### config.mk
export PLATFORM = sky130hd
export DESIGN_NAME = rx_dma_ready
export DESIGN_NICKNAME = d
export VERILOG_FILES = /design/src/rtl/rx_dma_ready.v /design/src/rtl/rx_char_mem.v
export VERILOG_INCLUDE_DIRS = /design/src /design/src/rtl
export SDC_FILE = /design/constraint.sdc
export NUM_CORES = 1
export LEC_CHECK = 0
export ABC_AREA = 1
export BUFFER_PORTS_ARGS = -buffer_cell sky130_fd_sc_hd__buf_2
export CAP_MARGIN = 0
export CORE_MARGIN = 4
export CORE_UTILIZATION = 57
export CTS_BUF_LIST = sky130_fd_sc_hd__clkbuf_8
export DETAILED_ROUTE_END_ITERATION = 6
export GPL_ROUTABILITY_DRIVEN = 0
export GPL_TIMING_DRIVEN = 0
export PLACE_DENSITY = 0.78
export SLEW_MARGIN = 20
export SYNTH_ARGS = -nofsm -noshare
export SYNTH_HDL_FRONTEND = slang
export SYNTH_SLANG_ARGS = --single-unit
### constraint.sdc
create_clock -name ref_clk -period 2.3 [get_ports ref_clk]
set_input_delay 0 -clock ref_clk [delete_from_list [all_inputs] [get_ports ref_clk]]
set_output_delay 0 -clock ref_clk [all_outputs]
set_load 0.05 [all_outputs]
### src/rtl/rx_dma_map.vh
// Constants for the receive DMA ready signalling block.
// Included by the design files; definitions only.
`ifndef RX_DMA_MAP_VH
`define RX_DMA_MAP_VH

`define FIFO_DEPTH        16
`define FIFO_PTR_W        4
`define TRIG_SEL_1        2'h0
`define TRIG_SEL_4        2'h1
`define TRIG_SEL_8        2'h2
`define TRIG_SEL_14       2'h3
`define TRIG_LVL_1        5'h01
`define TRIG_LVL_4        5'h04
`define TRIG_LVL_8        5'h08
`define TRIG_LVL_14       5'h0E
`define TIMEOUT_CHARS     4
`define CHAR_TIME_DEFAULT 16'h0200

`endif

### src/rtl/rx_dma_ready.v
// Receive holding register / FIFO with DMA receiver-ready signalling.
// Assumes all inputs are synchronous to ref_clk; charTick is a one-cycle
// enable pulse per character time from an external divider.
// Assumes software changes the mode inputs only while the store is idle;
// a mode change flushes whatever is stored.
// A character arriving at a full store with no read in the same cycle is dropped and flagged.
// Function
// - Per-character mode: request low while data waits
// - Per-character mode: release request when empty
// - Burst mode asserts on trigger level or timeout
// - Burst mode holds request until FIFO empty
// - Character mode always uses per-character signalling
// - Sixteen-character receive FIFO in FIFO mode
// - Trigger level selectable as 1/4/8/14
// - Mode follows fifoModeEnableBit; reset does not select character mode
`timescale 1ns/1ps
`include "rx_dma_map.vh"
module rx_dma_ready #(
    parameter WIDTH = 8,
    parameter DEPTH = `FIFO_DEPTH,
    parameter AW    = `FIFO_PTR_W
) (
    input  wire             ref_clk,
    input  wire             resetn,
    input  wire             fifoModeEnableBit,
    input  wire             dmaBurstSelectBit,
    input  wire [1:0]       trigSel,
    input  wire             fifoFlush,
    input  wire             charTick,
    input  wire             rxValid,
    input  wire [WIDTH-1:0] rxData,
    input  wire             rdReq,
    output reg  [WIDTH-1:0] rdData_r,
    output reg              rdValid_r,
    output reg  [AW:0]      fillLevel_r,
    output reg              overrun_r,
    output reg              timeout_r,
    output reg              rx_dma_request_n
);
    // Trigger selection decode, used for comparison against the fill
    // Default arm covers the fourteen-character code and unknowns
    function [AW:0] trigLevel;
        input [1:0] sel;
        begin
            case (sel)
                `TRIG_SEL_1:  trigLevel = `TRIG_LVL_1;
                `TRIG_SEL_4:  trigLevel = `TRIG_LVL_4;
                `TRIG_SEL_8:  trigLevel = `TRIG_LVL_8;
                default:      trigLevel = `TRIG_LVL_14;
            endcase
        end
    endfunction

    localparam [1:0] ST_IDLE  = 2'h0;
    localparam [1:0] ST_BURST = 2'h1;

    // Capacities per mode; character mode is one holding register
    localparam [AW:0]   CAP_FIFO = DEPTH[AW:0];
    localparam [AW:0]   CAP_CHAR = {{AW{1'b0}}, 1'b1};
    localparam [AW:0]   FILL_ONE = {{AW{1'b0}}, 1'b1};
    localparam [AW-1:0] PTR_ONE  = {{(AW-1){1'b0}}, 1'b1};

    // Store pointers and bookkeeping
    reg  [AW-1:0]    wrPtr_r;
    reg  [AW-1:0]    rdPtr_r;
    reg              fifoModeQ_r;
    reg  [2:0]       idleChars_r;
    reg              rdPend_r;

    // Burst-mode request state
    reg  [1:0]       state_r;
    reg  [1:0]       state_nxt;

    // Combinational decodes of the store
    wire [WIDTH-1:0] memData;
    wire [AW:0]      cap;
    wire             empty;
    wire             full;
    wire             doRd;
    wire             doWr;
    wire             modeChange;
    wire             idleClear;

    // Character mode behaves as a one-deep FIFO
    assign cap        = fifoModeEnableBit ? CAP_FIFO : CAP_CHAR;
    assign empty      = (fillLevel_r == {(AW+1){1'b0}});
    assign full       = (fillLevel_r >= cap);
    assign doRd       = rdReq && !empty;
    // A new character landing in a full store overwrites nothing
    assign doWr       = rxValid && (!full || doRd);
    assign modeChange = (fifoModeEnableBit != fifoModeQ_r);
    // Traffic, an empty store or a mode switch restarts the idle count
    assign idleClear  = !fifoModeEnableBit || empty || doWr || doRd || fifoFlush || modeChange;

    // Registered read port: the read pipeline is two stages deep
    // because the store's data only leaves through a flip-flop
    // Write and read may hit different words in one cycle

    rx_char_mem #(
        .WIDTH (WIDTH),
        .DEPTH (DEPTH),
        .AW    (AW)
    ) uMem (
        .ref_clk (ref_clk),
        .wrEn    (doWr),
        .wrAddr  (wrPtr_r),
        .wrData  (rxData),
        .rdAddr  (rdPtr_r),
        .rdData  (memData)
    );

    // Pointers and fill; switching mode or flushing empties the store
    // A flush beats any write or read in the same cycle, so a character
    // arriving with the flush is lost along with the old contents
    always @(posedge ref_clk or negedge resetn) begin
        if (!resetn) begin
            wrPtr_r     <= {AW{1'b0}};
            rdPtr_r     <= {AW{1'b0}};
            fillLevel_r <= {(AW+1){1'b0}};
            fifoModeQ_r <= 1'b0;
            overrun_r   <= 1'b0;
        end else begin
            fifoModeQ_r <= fifoModeEnableBit;
            overrun_r   <= rxValid && full && !doRd;
            if (fifoFlush || modeChange) begin
                wrPtr_r     <= {AW{1'b0}};
                rdPtr_r     <= {AW{1'b0}};
                fillLevel_r <= {(AW+1){1'b0}};
            end else begin
                if (doWr) begin
                    wrPtr_r <= wrPtr_r + PTR_ONE;
                end
                if (doRd) begin
                    rdPtr_r <= rdPtr_r + PTR_ONE;
                end
                if (doWr && !doRd) begin
                    fillLevel_r <= fillLevel_r + FILL_ONE;
                end else if (doRd && !doWr) begin
                    fillLevel_r <= fillLevel_r - FILL_ONE;
                end
            end
        end
    end

    // Read data appears two cycles after an accepted read
    // rdData_r holds its last value between reads, so the host may sample
    // it late; rdValid_r alone marks a fresh character
    always @(posedge ref_clk or negedge resetn) begin
        if (!resetn) begin
            rdPend_r  <= 1'b0;
            rdValid_r <= 1'b0;
            rdData_r  <= {WIDTH{1'h0}};
        end else begin
            rdPend_r  <= doRd;
            rdValid_r <= rdPend_r;
            if (rdPend_r) begin
                rdData_r <= memData;
            end
        end
    end

    // Timeout: idle character times counted while data waits in FIFO mode
    // Clear wins over a tick in the same cycle: activity is the very
    // thing whose absence the timeout reports
    always @(posedge ref_clk or negedge resetn) begin
        if (!resetn) begin
            idleChars_r <= 3'h0;
            timeout_r   <= 1'b0;
        end else if (idleClear) begin
            idleChars_r <= 3'h0;
            timeout_r   <= 1'b0;
        end else if (charTick && idleChars_r < `TIMEOUT_CHARS) begin
            idleChars_r <= idleChars_r + 3'h1;
            timeout_r   <= (idleChars_r == `TIMEOUT_CHARS - 1);
        end
    end

    // Burst-mode request state; held until the store drains
    // Leaving burst mode or flushing drops the request at once, so a
    // half-served burst is not resumed later on stale contents
    // Trigger and timeout are both judged on registered values
    always @* begin
        state_nxt = state_r;
        case (state_r)
            ST_IDLE: begin
                if (fillLevel_r >= trigLevel(trigSel) || timeout_r) begin
                    state_nxt = ST_BURST;
                end
            end
            ST_BURST: begin
                if (empty) begin
                    state_nxt = ST_IDLE;
                end
            end
            default: begin
                state_nxt = ST_IDLE;                               // Unused code recovers to idle
            end
        endcase
        if (!fifoModeEnableBit || !dmaBurstSelectBit || fifoFlush) begin
            state_nxt = ST_IDLE;
        end
    end

    // Request output; per-character follows occupancy directly
    // Registered output trades one cycle of latency for a clean pin
    // Both modes share one flip-flop, so a mode switch cannot glitch it
    always @(posedge ref_clk or negedge resetn) begin
        if (!resetn) begin
            state_r          <= ST_IDLE;
            rx_dma_request_n <= 1'b1;
        end else begin
            state_r <= state_nxt;
            if (fifoModeEnableBit && dmaBurstSelectBit) begin
                rx_dma_request_n <= !(state_nxt == ST_BURST);
            end else begin
                rx_dma_request_n <= empty;
            end
        end
    end
endmodule

### src/rtl/rx_char_mem.v
// Small character store for the receive FIFO.
// Assumes write and read addresses come from the owning FIFO control.
`timescale 1ns/1ps
module rx_char_mem #(
    parameter WIDTH = 8,
    parameter DEPTH = 16,
    parameter AW    = 4
) (
    input  wire             ref_clk,
    input  wire             wrEn,
    input  wire [AW-1:0]    wrAddr,
    input  wire [WIDTH-1:0] wrData,
    input  wire [AW-1:0]    rdAddr,
    output reg  [WIDTH-1:0] rdData
);
    reg [WIDTH-1:0] mem [0:DEPTH-1];

    // Registered read; data is valid the cycle after the address
    always @(posedge ref_clk) begin
        if (wrEn) begin
            mem[wrAddr] <= wrData;
        end
        rdData <= mem[rdAddr];
    end
endmodule

; ---- Word-level counts from Yosys, hierarchy flattened
; Memory sizes are Yosys's and may differ from the RTL's. A register that Yosys moved wholly into a read port is not among the register bits.
; Cells that the tools add are included.
[totals]
romBits = 0
word_cells = 80
inputBits = 18
latch_bits = 0
ramBits = 128
output_inout_bits = 17
n_memories = 1
reg_bits = 32
[op_classes]
muxes = 21
n_lt_le_gt_ge = 3
n_mul = 0
eq_ne = 6
reduce_logical = 32
n_addsub = 5
div = 0
n_shift = 0
n_bitwise = 0
[memory_table]
columns = name, words, word_bits, read_ports, rd_ports_with_merged_regs, wr, line
row1 = uMem.mem, 16, 8, 1, 1, 1, rx_char_mem.v:16  ; reg [WIDTH-1:0] mem [0:DEPTH-1];
[ops]
columns = operator, count
row1 = two-way mux 5 bit, 5
row2 = two-way mux 4 bit, 4
row3 = case mux 4 bit (3 select lines), 1
row4 = >= comparator 5 bit, 2
row5 = logical OR 1 bit, 10
row6 = adder 4 x 1 -> 4 bit (second input constant), 2
row7 = logical AND 1 bit, 8
row8 = zero test 1 bit, 7
row9 = equality test 2 x 1 -> 1 bit (second input constant), 3
row10 = two-way mux 2 bit, 3
row11 = two-way mux 3 bit, 2
row12 = nonzero test 2 bit, 3
row13 = adder 5 x 1 -> 5 bit (second input constant), 1
row14 = zero test 5 bit, 1
row15 = two-way mux 1 bit, 5
row16 = subtractor 5 x 1 -> 5 bit (second input constant), 1
row17 = zero test 2 bit, 2
row18 = case mux 2 bit (2 select lines), 1
row19 = adder 3 x 1 -> 3 bit (second input constant), 1
row20 = equality test 3 x 2 -> 1 bit (second input constant), 1
row21 = < comparator 3 bit (second input constant), 1
row22 = nonzero test 3 bit, 1
row23 = equality test 2 bit (second input constant), 1
row24 = != test 1 bit, 1

; ---- Logic depth before layout (Yosys ltp)
; Gate-level depths: netlist of run 1.
[depth]
ltp_word = 11
ltp_mapped = 17
depth_no_buf = 17

; ---- Cells and area by module
; A second synthesis of run 1 with hierarchy kept.
[hier_totals]
cells_unflattened = 730
hier_area_um2 = 7552.2
[modules_own_cells]
columns = module, area_per_inst_um2, n_inst, seq_area_each_um2, cells_per_inst
row1 = rx_char_mem, 5766.8, 1, 4003.8, 551
row2 = rx_dma_ready, 1785.5, 1, 802.0, 179

; ---- Least setup slack after synthesis of run 1
; OpenSTA, ideal clock, no wires.
[synth_path]
path_kind = register -> register
from = reg fillLevel_r[0]
to = reg fillLevel_r[4]
setup_slack_ns = -0.260
stages_incl_launch_ff = 18
n_path_buf = 0
required_time_ns = 2.177
setup_time_ns = 0.123
t_arrival_ns = 2.437
period_less_slack_ns = 2.560
path_cell_list = dfrtp_1 inv_1 ha_1 nand2_1 inv_1 nand3_1 nand2_1 inv_1 nand4_4 fa_1 nand3_1 nand2_1 nand2_1 nand2_1 inv_1 nand4_1 nand2_1 o21ai_1
[synth_via]
elab_chain_cells = 8
elab_cells_between_ends = 17
classes_between = 2 x add/sub / 1 x order compare / 3 x mux / 11 x reduce/logical
[synth_rtl]
columns = item, line
row1 = "start, declared", rx_dma_ready.v:35  ; output reg [AW:0] fillLevel_r,
row2 = "start signal, assigned", rx_dma_ready.v:119  ; fillLevel_r <= {(AW+1){1'b0}};
row3 = "start signal, assigned", rx_dma_ready.v:128  ; fillLevel_r <= {(AW+1){1'b0}};
row4 = "start signal, assigned", rx_dma_ready.v:137  ; fillLevel_r <= fillLevel_r + FILL_ONE;
row5 = "parallel branches: the longest is 8 deep, another holds >= comparator 5 bit", n/a
; Parallel ways; which one is timed is not known. The select of a mux whose other input is x is not followed.
; A chain may end at the register's enable or synchronous reset.

; ---- Final worst setup path of run 1
[layout_path]
from = reg fillLevel_r[3]
to = mem uMem.mem[5][7] (enable)
[layout_via]
elab_chain_cells = 7
elab_cells_between_ends = 9
classes_between = 1 x order compare / 2 x mux / 6 x reduce/logical
[layout_rtl]
columns = item, line
row1 = "parallel branches: the longest is 3 deep, another holds >= comparator 5 bit", n/a
row2 = logical OR 1 bit *, rx_dma_ready.v:90  ; assign doWr = rxValid && (!full || doRd);
row3 = logical AND 1 bit *, rx_dma_ready.v:90
row4 = two-way mux 1 bit *, rx_char_mem.v:20  ; if (wrEn) begin
row5 = two-way mux 1 bit (implied by the code) *, rx_char_mem.v:21  ; mem[wrAddr] <= wrData;
row6 = "end, declared", rx_char_mem.v:16
; Mark *: on every way between the ends.

==> metrics.txt, run 1 <==
YS warnings 0; register bit total from synthesis between 150 and 200; Mapped Cells 582; Synth async-reset ratio 0.190; Initial DRC Count 439; initial core utilization 0.584; synth unique cells 37; share of layout cells above drive strength 1 0.222; largest net degree at the start of global routing 33; post-synth net total 617; Worst Path Max Fanout 8; CP Class reg2reg; Clock Pin Slew Worst Setup and Hold Paths 80 ps; Max IR drop VDD 0.625 mV; DR DRC count 0; CTS Buf Count 17; sequential share of the synthesized area 0.682; Fmax achieved 450 MHz; latest clock arrival within the worst-skew pair 460 ps; Final ANT Viol Nets 0; Total GRT Usage 0.238; DR pass1 iterations 5; Critical Path RT 2410 ps; clk buf depth 2; Cells after DPL between 700 and 800; # port buffers 34; die width ~120 um; Die Y 119 um; Arr. time, crit path between 2000 and 2500 ps; final slew viol count 0; Post-Route Setup TNS 0 ps; Syn Std Cell Area 7050 um^2; number of synthesized flops with an enable pin 128; top_reg_cell synth edfxtp_1; status finished clean; PD cells 991 nW/um^2; Core Region 12,100 um^2; HP Class in2reg; # rows 40; vias in the first global route 4,773; drt via density 5.65; initial antenna violation count 1; fin crit share 0.966; Final Instance Count excl. Fillers between 800 and 900; drt wl/cell 19.6 um; placed inst area 7460 um^2; via count between 4k and 5k; Max Cap Viol 0; commonest non-fill, non-tap cells in the layout 128 x edfxtp_1, 101 x nor2_1, 63 x o21ai_0; CTS root buffer clkbuf_8; Ant. Diodes 0; DRT Wirelength around 16,000 um; Final setup violation count 0; mean post-synth cell area about 12 um^2; area grow syn2layout 16.6%; pre-CTS WS -166 ps; Final min period between 2000 and 2500 ps; Final Hold Fails 0; Setup crit end kind flip-flop; Worst Skew 6.89 ps; nets ~700; clock sinks 168; relative slew slack 0.505; post-route design area 8220 um^2; HPWL after DPL about 11,000 um; DIE AREA roughly 14,000 um^2; Tightest Pin Transition 743 ps; P_leak 2.99 nW; H-Tree Level Count 4; I/O pin cnt 35; first-pass GRT wire length 25,200 um; startpoint types flip-flop; CTS tree done; grt total ovfl 0; RSZ-0062 raised after global routing true; commonest non-fill, non-tap cell in the layout edfxtp_1; setup ws final 78.9 ps
## cell usage after synthesis (all sizes together) (2+ instances only)
cell type | number | share of area
buf | 17 | 0.016
nand2 | 45 | 0.029
nor2 | 126 | 0.071
dfxtp | 8 | 0.023
mux2 | 8 | 0.013
edfxtp | 128 | 0.55
clkbuf | 9 | 0.0048
nand3 | 25 | 0.018
a21oi | 7 | 0.0050
nand4 | 4 | 0.0066
xnor2 | 2 | 0.0025
inv | 28 | 0.016
nor4 | 2 | 0.0018
o211ai | 32 | 0.034
xor2 | 5 | 0.0062
o21ai | 82 | 0.058
ha | 16 | 0.028
dfrtp | 31 | 0.11
## registers in the layout, indices dropped and copies added, names as in the netlist, 2 cells and up
name	cells
uMem.rdData	8
wrPtr_r	4
idleChars_r	3
fillLevel_r	5
rdPtr_r	4
rdData_r	8
uMem.mem	128
state_r	2
## critical path, stage by stage (launching register included)
cell and delay, ps:
dfrtp_2 470, nor2_2 210, nand3_1 110, nand2_2 120
nand3_1 90, nand2_2 100, nand2_4 80, inv_4 100
nand2_2 140, nor2_2 450
## cell type report
type                    instances  area (um^2)
repair buffers                 61          423
flip-flops and latches        168         4810
clock inverters                12          121
plain buffers                  26          145
fillers                       838         3840
well taps                     168          210
multi-input cells             360         2120
inverters                      28          110
clock buffers                  20          275
## path summary, 6_finish.rpt
kind,cells past startpoint,slack [ps],to,startpoint
min in group asynchronous,2,150,fillLevel_r[1],resetn
max,9,80,uMem.mem[5][7],fillLevel_r[3]
max in group asynchronous,2,1640,fillLevel_r[4],resetn
max reg2reg,9,80,uMem.mem[5][7],fillLevel_r[3]
min,6,50,fillLevel_r[1],rxValid
min reg2reg,0,390,rdValid_r,rdPend_r
## layer usage
metal / wire length, um / part of all wire / vias up / GRT usage
met5: 12 / 0.00073 / - / 0
met4: 641 / 0.039 / 2 / 0.124
met3: 1190 / 0.072 / 50 / 0.0627
met2: 8050 / 0.49 / 193 / 0.381
met1: 6600 / 0.40 / 2303 / 0.300
li1: - / - / 2214 / -
## stage by stage
step	total power, mW	utilization	hold slack [ps]
after detailed placement	5.89	0.619	100
after global routing	8.50	0.681	73.0
after CTS	8.00	0.670	25.6
after global placement	5.82	0.619	76.9
after floorplan	5.30	-	-296
final	8.14	0.681	53.0
## power by group
part	leakage, nW	total, mW	switching (mW)	internal (mW)
clock	0.211	2.09	1.05	1.04
combinational	1.15	2.36	1.58	0.778
sequential	1.63	3.69	0.143	3.55
total	2.99	8.14	2.77	5.37
## logic make-up after synthesis
group,Yosys count,share of synthesized area
buffers and inverters,54,0.0362
AOI/OAI and AO/OA,124,0.100
muxes,8,0.0128
xor gates and xnor gates,7,0.00870
other,1,0.000532
adders and majority gates,17,0.0312
and+or+nand+nor,203,0.128
DFF,168,0.682
## what timing repair did
action | in CTS | in global routing
gates resized for setup | 7 | 21
pin swaps | 0 | 2
buffers inserted | 1 | 6
hold endpoints to repair | 180 | 0
hold buffers | 20 | 0
endpoints found under the setup margin | 129 | 96
No activity file was read; power rests on OpenSTA's default activity.
==> run 2, diff against run 1 <==
Settings changed: ABC_AREA 1 to 0.
==> run 2 against run 1 <==
- via count down 25%
- sequential power down 5.7%
- the run now ends with setup timing left
- largest cell class unchanged
- critical path depth up 2
- utilization up 1.7 points
- non-clock buffer count down 3
- clock power about the same
- fmax down 23%
- count of clock-buffer cells in the layout down 1
- synthesized cell count down 38%
- sequential share of layout area up 1.3 points
- largest power group unchanged
- first-iteration DRC count down 8.0%
- wire length down 21%
- critical path type unchanged
==> metrics.txt, run 2 <==
status complete, but fails checks; failing checks setup timing; Max Cap Viol 0; CP Class reg2reg; # rows 39; Syn Std Cell Area slightly below 7000 um^2; DR DRC count 0; critical-path cell list inv_4 -> ha_4 -> or3b_4 -> o22a_1 -> nor3_4 -> inv_2 -> fa_2 -> a21o_1 -> a21oi_2 -> mux2i_2 -> mux2i_1; CP Buf/Inv Count 2; fin crit share 1.25; Net Sw Frac 0.267; CTS tree done; number of synthesized flops with an enable pin roughly 130; Final setup violation count ~130; DR pass1 iterations 5; synth unique cells 42; register bit total from synthesis between 150 and 200; Reg with most FFs uMem.mem; pre-CTS WS -802 ps; area grow syn2layout 18.5%; drt wl/cell 21.5 um; Initial DRC Count 404; via count 3,569; Regs by FF count uMem.mem x128, rdData_r x8, uMem.rdData x8; H-Tree Level Count 4; Worst Path Max Fanout 4; nets 485; post-route design area approximately 8000 um^2; Worst Skew 8.96 ps; Setup crit end kind flip-flop; setup ws final -584 ps; WHS approximately 80 ps; Core Region approximately 12,000 um^2; Finished Core Util 0.698; CTS Buf Count 17; top_reg_cell synth edfxtp_1; PD cells 850 nW/um^2; P_leak between 2 and 3 nW; first-pass GRT wire length 21,200 um; drt via density 5.89; RSZ-0062 raised after global routing true; initial core utilization 0.589; latest clock arrival within the worst-skew pair 450 ps; synth top area cells edfxtp_1 57%, mux4_2 13%, dfrtp_1 11%; max reg flops 128; HPWL after DPL 8320 um; Die Y 117 um; combinational power share 0.184; Crit-path slowest cell dfrtp_4; Final Hold Fails 0; Total GRT Usage 0.217; post-synth top area share 0.567; share of layout cells above drive strength 1 0.380; initial antenna violation count 0; clock sinks 168; HP Class in2reg; Fmax achieved between 300 and 400 MHz; clk buf depth 2; Arr. time, crit path 3260 ps; Ant. Diodes 0; die width 117 um; most common cell in the netlist edfxtp_1; P_sw 1.82 mW; Tightest Pin Transition around 840 ps; Final ANT Viol Nets 0; largest net degree at the start of global routing 33; YS warnings 0; top post-synthesis cells by count 128 x edfxtp_1, 40 x mux4_2, 31 x dfrtp_1, 16 x ha_1, 13 x a21oi_1; CTS root buffer clkbuf_8; DIE AREA 13,700 um^2; share of power burned in registers 0.510; Critical Path RT between 2000 and 3000 ps; final slew viol count 0; Mapped Cells 361; Clock Pin Slew Worst Setup and Hold Paths 80 ps; Max IR drop VDD ~0.43 mV; internal power about 5.0 mW; post-synth net total between 300 and 400; commonest non-fill, non-tap cells in the layout 128 x edfxtp_1, 40 x mux4_2, 36 x buf_2; vias in the first global route 3,774; crit-path max cell delay around 490 ps; startpoint types flip-flop; DRT Wirelength 13,000 um; placed inst area 7190 um^2; I/O pin cnt 35; # port buffers 34; mean post-synth cell area 18.8 um^2; grt total ovfl 0; clock network fraction of design power 0.307; Synth async-reset ratio 0.190; Final min period between 2000 and 3000 ps; sequential share of the synthesized area 0.709; commonest non-fill, non-tap cell in the layout edfxtp_1; CP top delay family compound AO/OA/AOI/OAI gates; relative slew slack 0.439; area leader, netlist edfxtp_1
run 2: changes by cell type after synthesis, moves of 21 or more:
cell | before | now
o21ai_0 | 63 | 3
nand3_1 | 24 | 3
nor2_1 | 117 | 12
nand2_1 | 34 | 10
o211ai_1 | 32 | 2
mux4_2 | 0 | 40
run 2: logic make-up after synthesis:
group / count (synthesis) / share of synthesized area
adders and majority gates: 17 / 0.0325
and+or+nand+nor: 62 / 0.0520
other: 1 / 0.000553
xor gates and xnor gates: 9 / 0.0116
AOI/OAI and AO/OA: 27 / 0.0275
muxes: 52 / 0.152
DFF: 168 / 0.709
buffers and inverters: 25 / 0.0149
run 2: area by class of cell:
cell class              instances  area [um^2]
fillers                       700         3480
clock buffers                  19          262
repair buffers                 70          502
well taps                     143          179
flip-flops and latches        168         4810
clock inverters                13          141
multi-input cells             168         2030
inverters                      11         46.3
plain buffers                  14         66.3
run 2: worst paths after layout:
kind,startpoint,end,slack (ps),cells past startpoint
worst max-delay path,fillLevel_r[0],fillLevel_r[4],-580,11
worst max register to register,fillLevel_r[0],fillLevel_r[4],-580,11
max in group asynchronous,resetn,fillLevel_r[0],1600,2
worst min register to register,rdPend_r,rdValid_r,380,0
worst min-delay path,trigSel[1],rx_dma_request_n,80,6
min in group asynchronous,resetn,rdData_r[3],140,2
run 2: power groups by stage:
stage | clock network, mW | logic [mW] | registers [mW]
2_1_floorplan | 0 | 0.456 | 3.88
3_3_place_gp | 0 | 1.03 | 3.55
3_5_place_dp | 0 | 1.06 | 3.56
4_1_cts | 2.12 | 1.23 | 3.48
5_1_grt | 2.27 | 1.34 | 3.50
6_report | 2.10 | 1.25 | 3.48
run 2: worst reg2reg max path, stage by stage (launching register included):
cell and delay (ps):
dfrtp_4 490, inv_4 70, ha_4 190, or3b_4 370
o22a_1 230, nor3_4 160, inv_2 90, fa_2 380
a21o_1 210, a21oi_2 150, mux2i_2 270, mux2i_1 200
run 2: metrics by stage:
step | setup TNS, ps | power [mW] | instances
floorplan | -7100 | 4.34 | 361
global placement | -20650 | 4.58 | 538
detailed placement | -25370 | 4.62 | 538
CTS | -9360 | 6.83 | 611
global route | -27170 | 7.11 | 606
finish | -17150 | 6.83 | 606
run 2: what timing repair did:
item | 4_1_cts | 5_1_grt
resized for setup | 23 | 15
hold buffers | 17 | 0
setup buffers | 25 | 4
pin swaps | 18 | 9
endpoints found under the hold margin | 170 | 0
endpoints found under the setup margin | 138 | 140
run 2: routing by layer:
layer | vias up | GRT usage | wire [um] | share of wire
met5 | - | 0 | 0 | 0
met4 | 0 | 0.0680 | 197 | 0.015
met3 | 18 | 0.0560 | 768 | 0.059
met2 | 117 | 0.340 | 6500 | 0.50
met1 | 1835 | 0.305 | 5550 | 0.43
li1 | 1599 | - | - | -
==> run 3, diff against run 2 <==
Settings changed: CORE_ASPECT_RATIO set to 0.75, CTS_CLUSTER_DIAMETER set to 50, TNS_END_PERCENT set to 1.
==> run 3 against run 2 <==
- the run still ends with setup timing left
- sequential share of layout area grew 0.49 points
- fmax down 1.6%
- utilization fell by 1.1 points
- sequential power hardly changed
- die area rose by 0.13%
- cell count grew 1.7%
- critical path type unchanged
- highest routed layer unchanged
==> metrics.txt, run 3 (same netlist as run 2, synthesis figures left out) <==
status complete, but fails checks; failing checks setup timing; most numerous cell on the critical path mux2i_1; Setup crit end kind flip-flop; Initial DRC Count ~380; fin crit share 1.27; Tightest Pin Transition slightly below 800 ps; reg-to-reg slack, setup -630 ps; Hold Path Stages 6; Finished Core Util 0.687; clock sinks 168; Final Hold Fails 0; drt wl/cell between 20 and 25 um; relative slew slack 0.473; I/O pin cnt 35; CTS tree done; reg-to-reg endpoint fillLevel_r[4]; Max IR drop VDD around 0.65 mV; Die Y 102 um; max reg flops 128; WHS ~65 ps; DRT Wirelength 13,600 um; nets around 480; share of layout cells above drive strength 1 0.374; Total GRT Usage 0.216; die width 134 um; HPWL after DPL 8520 um; final slew viol count 0; DIE AREA 13,700 um^2; Worst Skew between 15 and 20 ps; RR Startpoint fillLevel_r[0]; largest net degree at the start of global routing 33; # port buffers 34; Crit path depth 11; DR DRC count 0; placed inst area 7170 um^2; post-route design area between 7000 and 8000 um^2; Worst Path Max Fanout 4; area grow syn2layout 17.6%; clk buf depth 2; Arr. time, crit path 3330 ps; Max Cap Viol 0; Final ANT Viol Nets 0; pre-CTS WS -864 ps; grt total ovfl 0; via count 3,659; vias in the first global route 3,618; Clock Pin Slew Worst Setup and Hold Paths 90 ps; latest clock arrival within the worst-skew pair 470 ps; first-pass GRT wire length 20,800 um; HP Class in2reg; critical-path cell list inv_4 -> ha_4 -> or3b_4 -> o22a_1 -> nor3_4 -> inv_2 -> fa_2 -> a21o_1 -> a21oi_2 -> mux2i_1 -> mux2i_1; initial core utilization 0.584; drt via density a little under 6; Worst setup endpoint fillLevel_r[4]; crit-path max cell delay 500 ps; Core Region roughly 12,000 um^2; Final setup violation count 132; commonest non-fill, non-tap cell in the layout edfxtp_1; P_leak 2.83 nW; PD cells 872 nW/um^2; startpoint types flip-flop; Critical Path RT 2700 ps; FILL cells 750; setup ws final -631 ps; CTS Buf Count 17; CP top delay family adder cells; DR pass1 iterations 5; Final min period roughly 2900 ps; Crit-path slowest cell dfrtp_4; Ant. Diodes 0; H-Tree Level Count 4; Reg with most FFs uMem.mem; CP Buf/Inv Count 2; initial antenna violation count 0; RSZ-0062 raised after global routing true; commonest non-fill, non-tap cells in the layout 128 x edfxtp_1, 40 x mux4_2, 35 x buf_2; CTS root buffer clkbuf_8; CP Class reg2reg; Regs by FF count uMem.mem x128, rdData_r x8, uMem.rdData x8; Fmax achieved ~340 MHz; # rows 34; Worst Reg2Reg Path Length in Cells 11; worst setup path startpoint fillLevel_r[0]
run 3: changes by cell type in the layout (fill, tap and decap cells not counted), moves of 2 or more:
cell | before | now
buf_6 | 5 | 0
inv_1 | 14 | 9
buf_4 | 14 | 10
clkinv_4 | 0 | 2
clkinv_2 | 1 | 3
run 3: routing by layer:
layer,wire [um],up-vias,part of all wire,GRT usage
met3,1110,22,0.082,0.0581
met2,6360,161,0.47,0.324
met4,227,0,0.017,0.0798
met5,0,-,0,0
li1,-,1587,-,-
met1,5900,1889,0.43,0.309
run 3: tightest hold or removal path, cell delays in order:
cell	delay (ps)
buf_2	110
inv_1	50
ha_1	130
nor4_1	50
o21ai_0	100
a21oi_1	80
run 3: worst min path at each step:
stage,startpoint,to,slack (ps)
global route,trigSel[1],rx_dma_request_n,100
detailed placement,resetn,rdData_r[3],90
floorplan,resetn,fifoModeQ_r,-300
finish,trigSel[1],rx_dma_request_n,60
CTS,trigSel[1],rx_dma_request_n,40
global placement,resetn,rdData_r[6],80
run 3: through the flow:
stage               TNS (ps)  std cells  total power [mW]
global placement      -49790        557              4.58
finish                -17260        616              6.95
floorplan             -16790        361              4.33
detailed placement    -58270        557              4.62
global route          -24800        616              7.20
CTS                   -11450        616              6.96
run 3: layout make-up:
| class | count | area (um^2) | share of cell area |
|---|---|---|---|
| clock buffer | 19 | 262 | 0.0328 |
| multi-input combinational | 168 | 1990 | 0.249 |
| timing repair buffer | 61 | 415 | 0.0521 |
| sequential | 168 | 4810 | 0.604 |
| tap | 162 | 203 | 0.0254 |
| inverter | 11 | 46.3 | 0.00581 |
| buffer | 14 | 68.8 | 0.00863 |
| clock inverter | 13 | 178 | 0.0223 |
run 3: where the power goes:
group	total [mW]	internal (mW)	leakage [nW]	switching, mW
clock network	2.29	1.23	0.223	1.06
registers	3.48	3.42	1.63	0.0602
logic	1.18	0.428	0.977	0.754
total	6.95	5.08	2.83	1.87
run 3: what timing repair did:
action,4_1_cts,5_1_grt
hold endpoints to repair,177,0
hold buffers,17,0
pin swaps,15,2
setup buffers,10,0
resized for setup,44,4
endpoints found under the setup margin,142,141
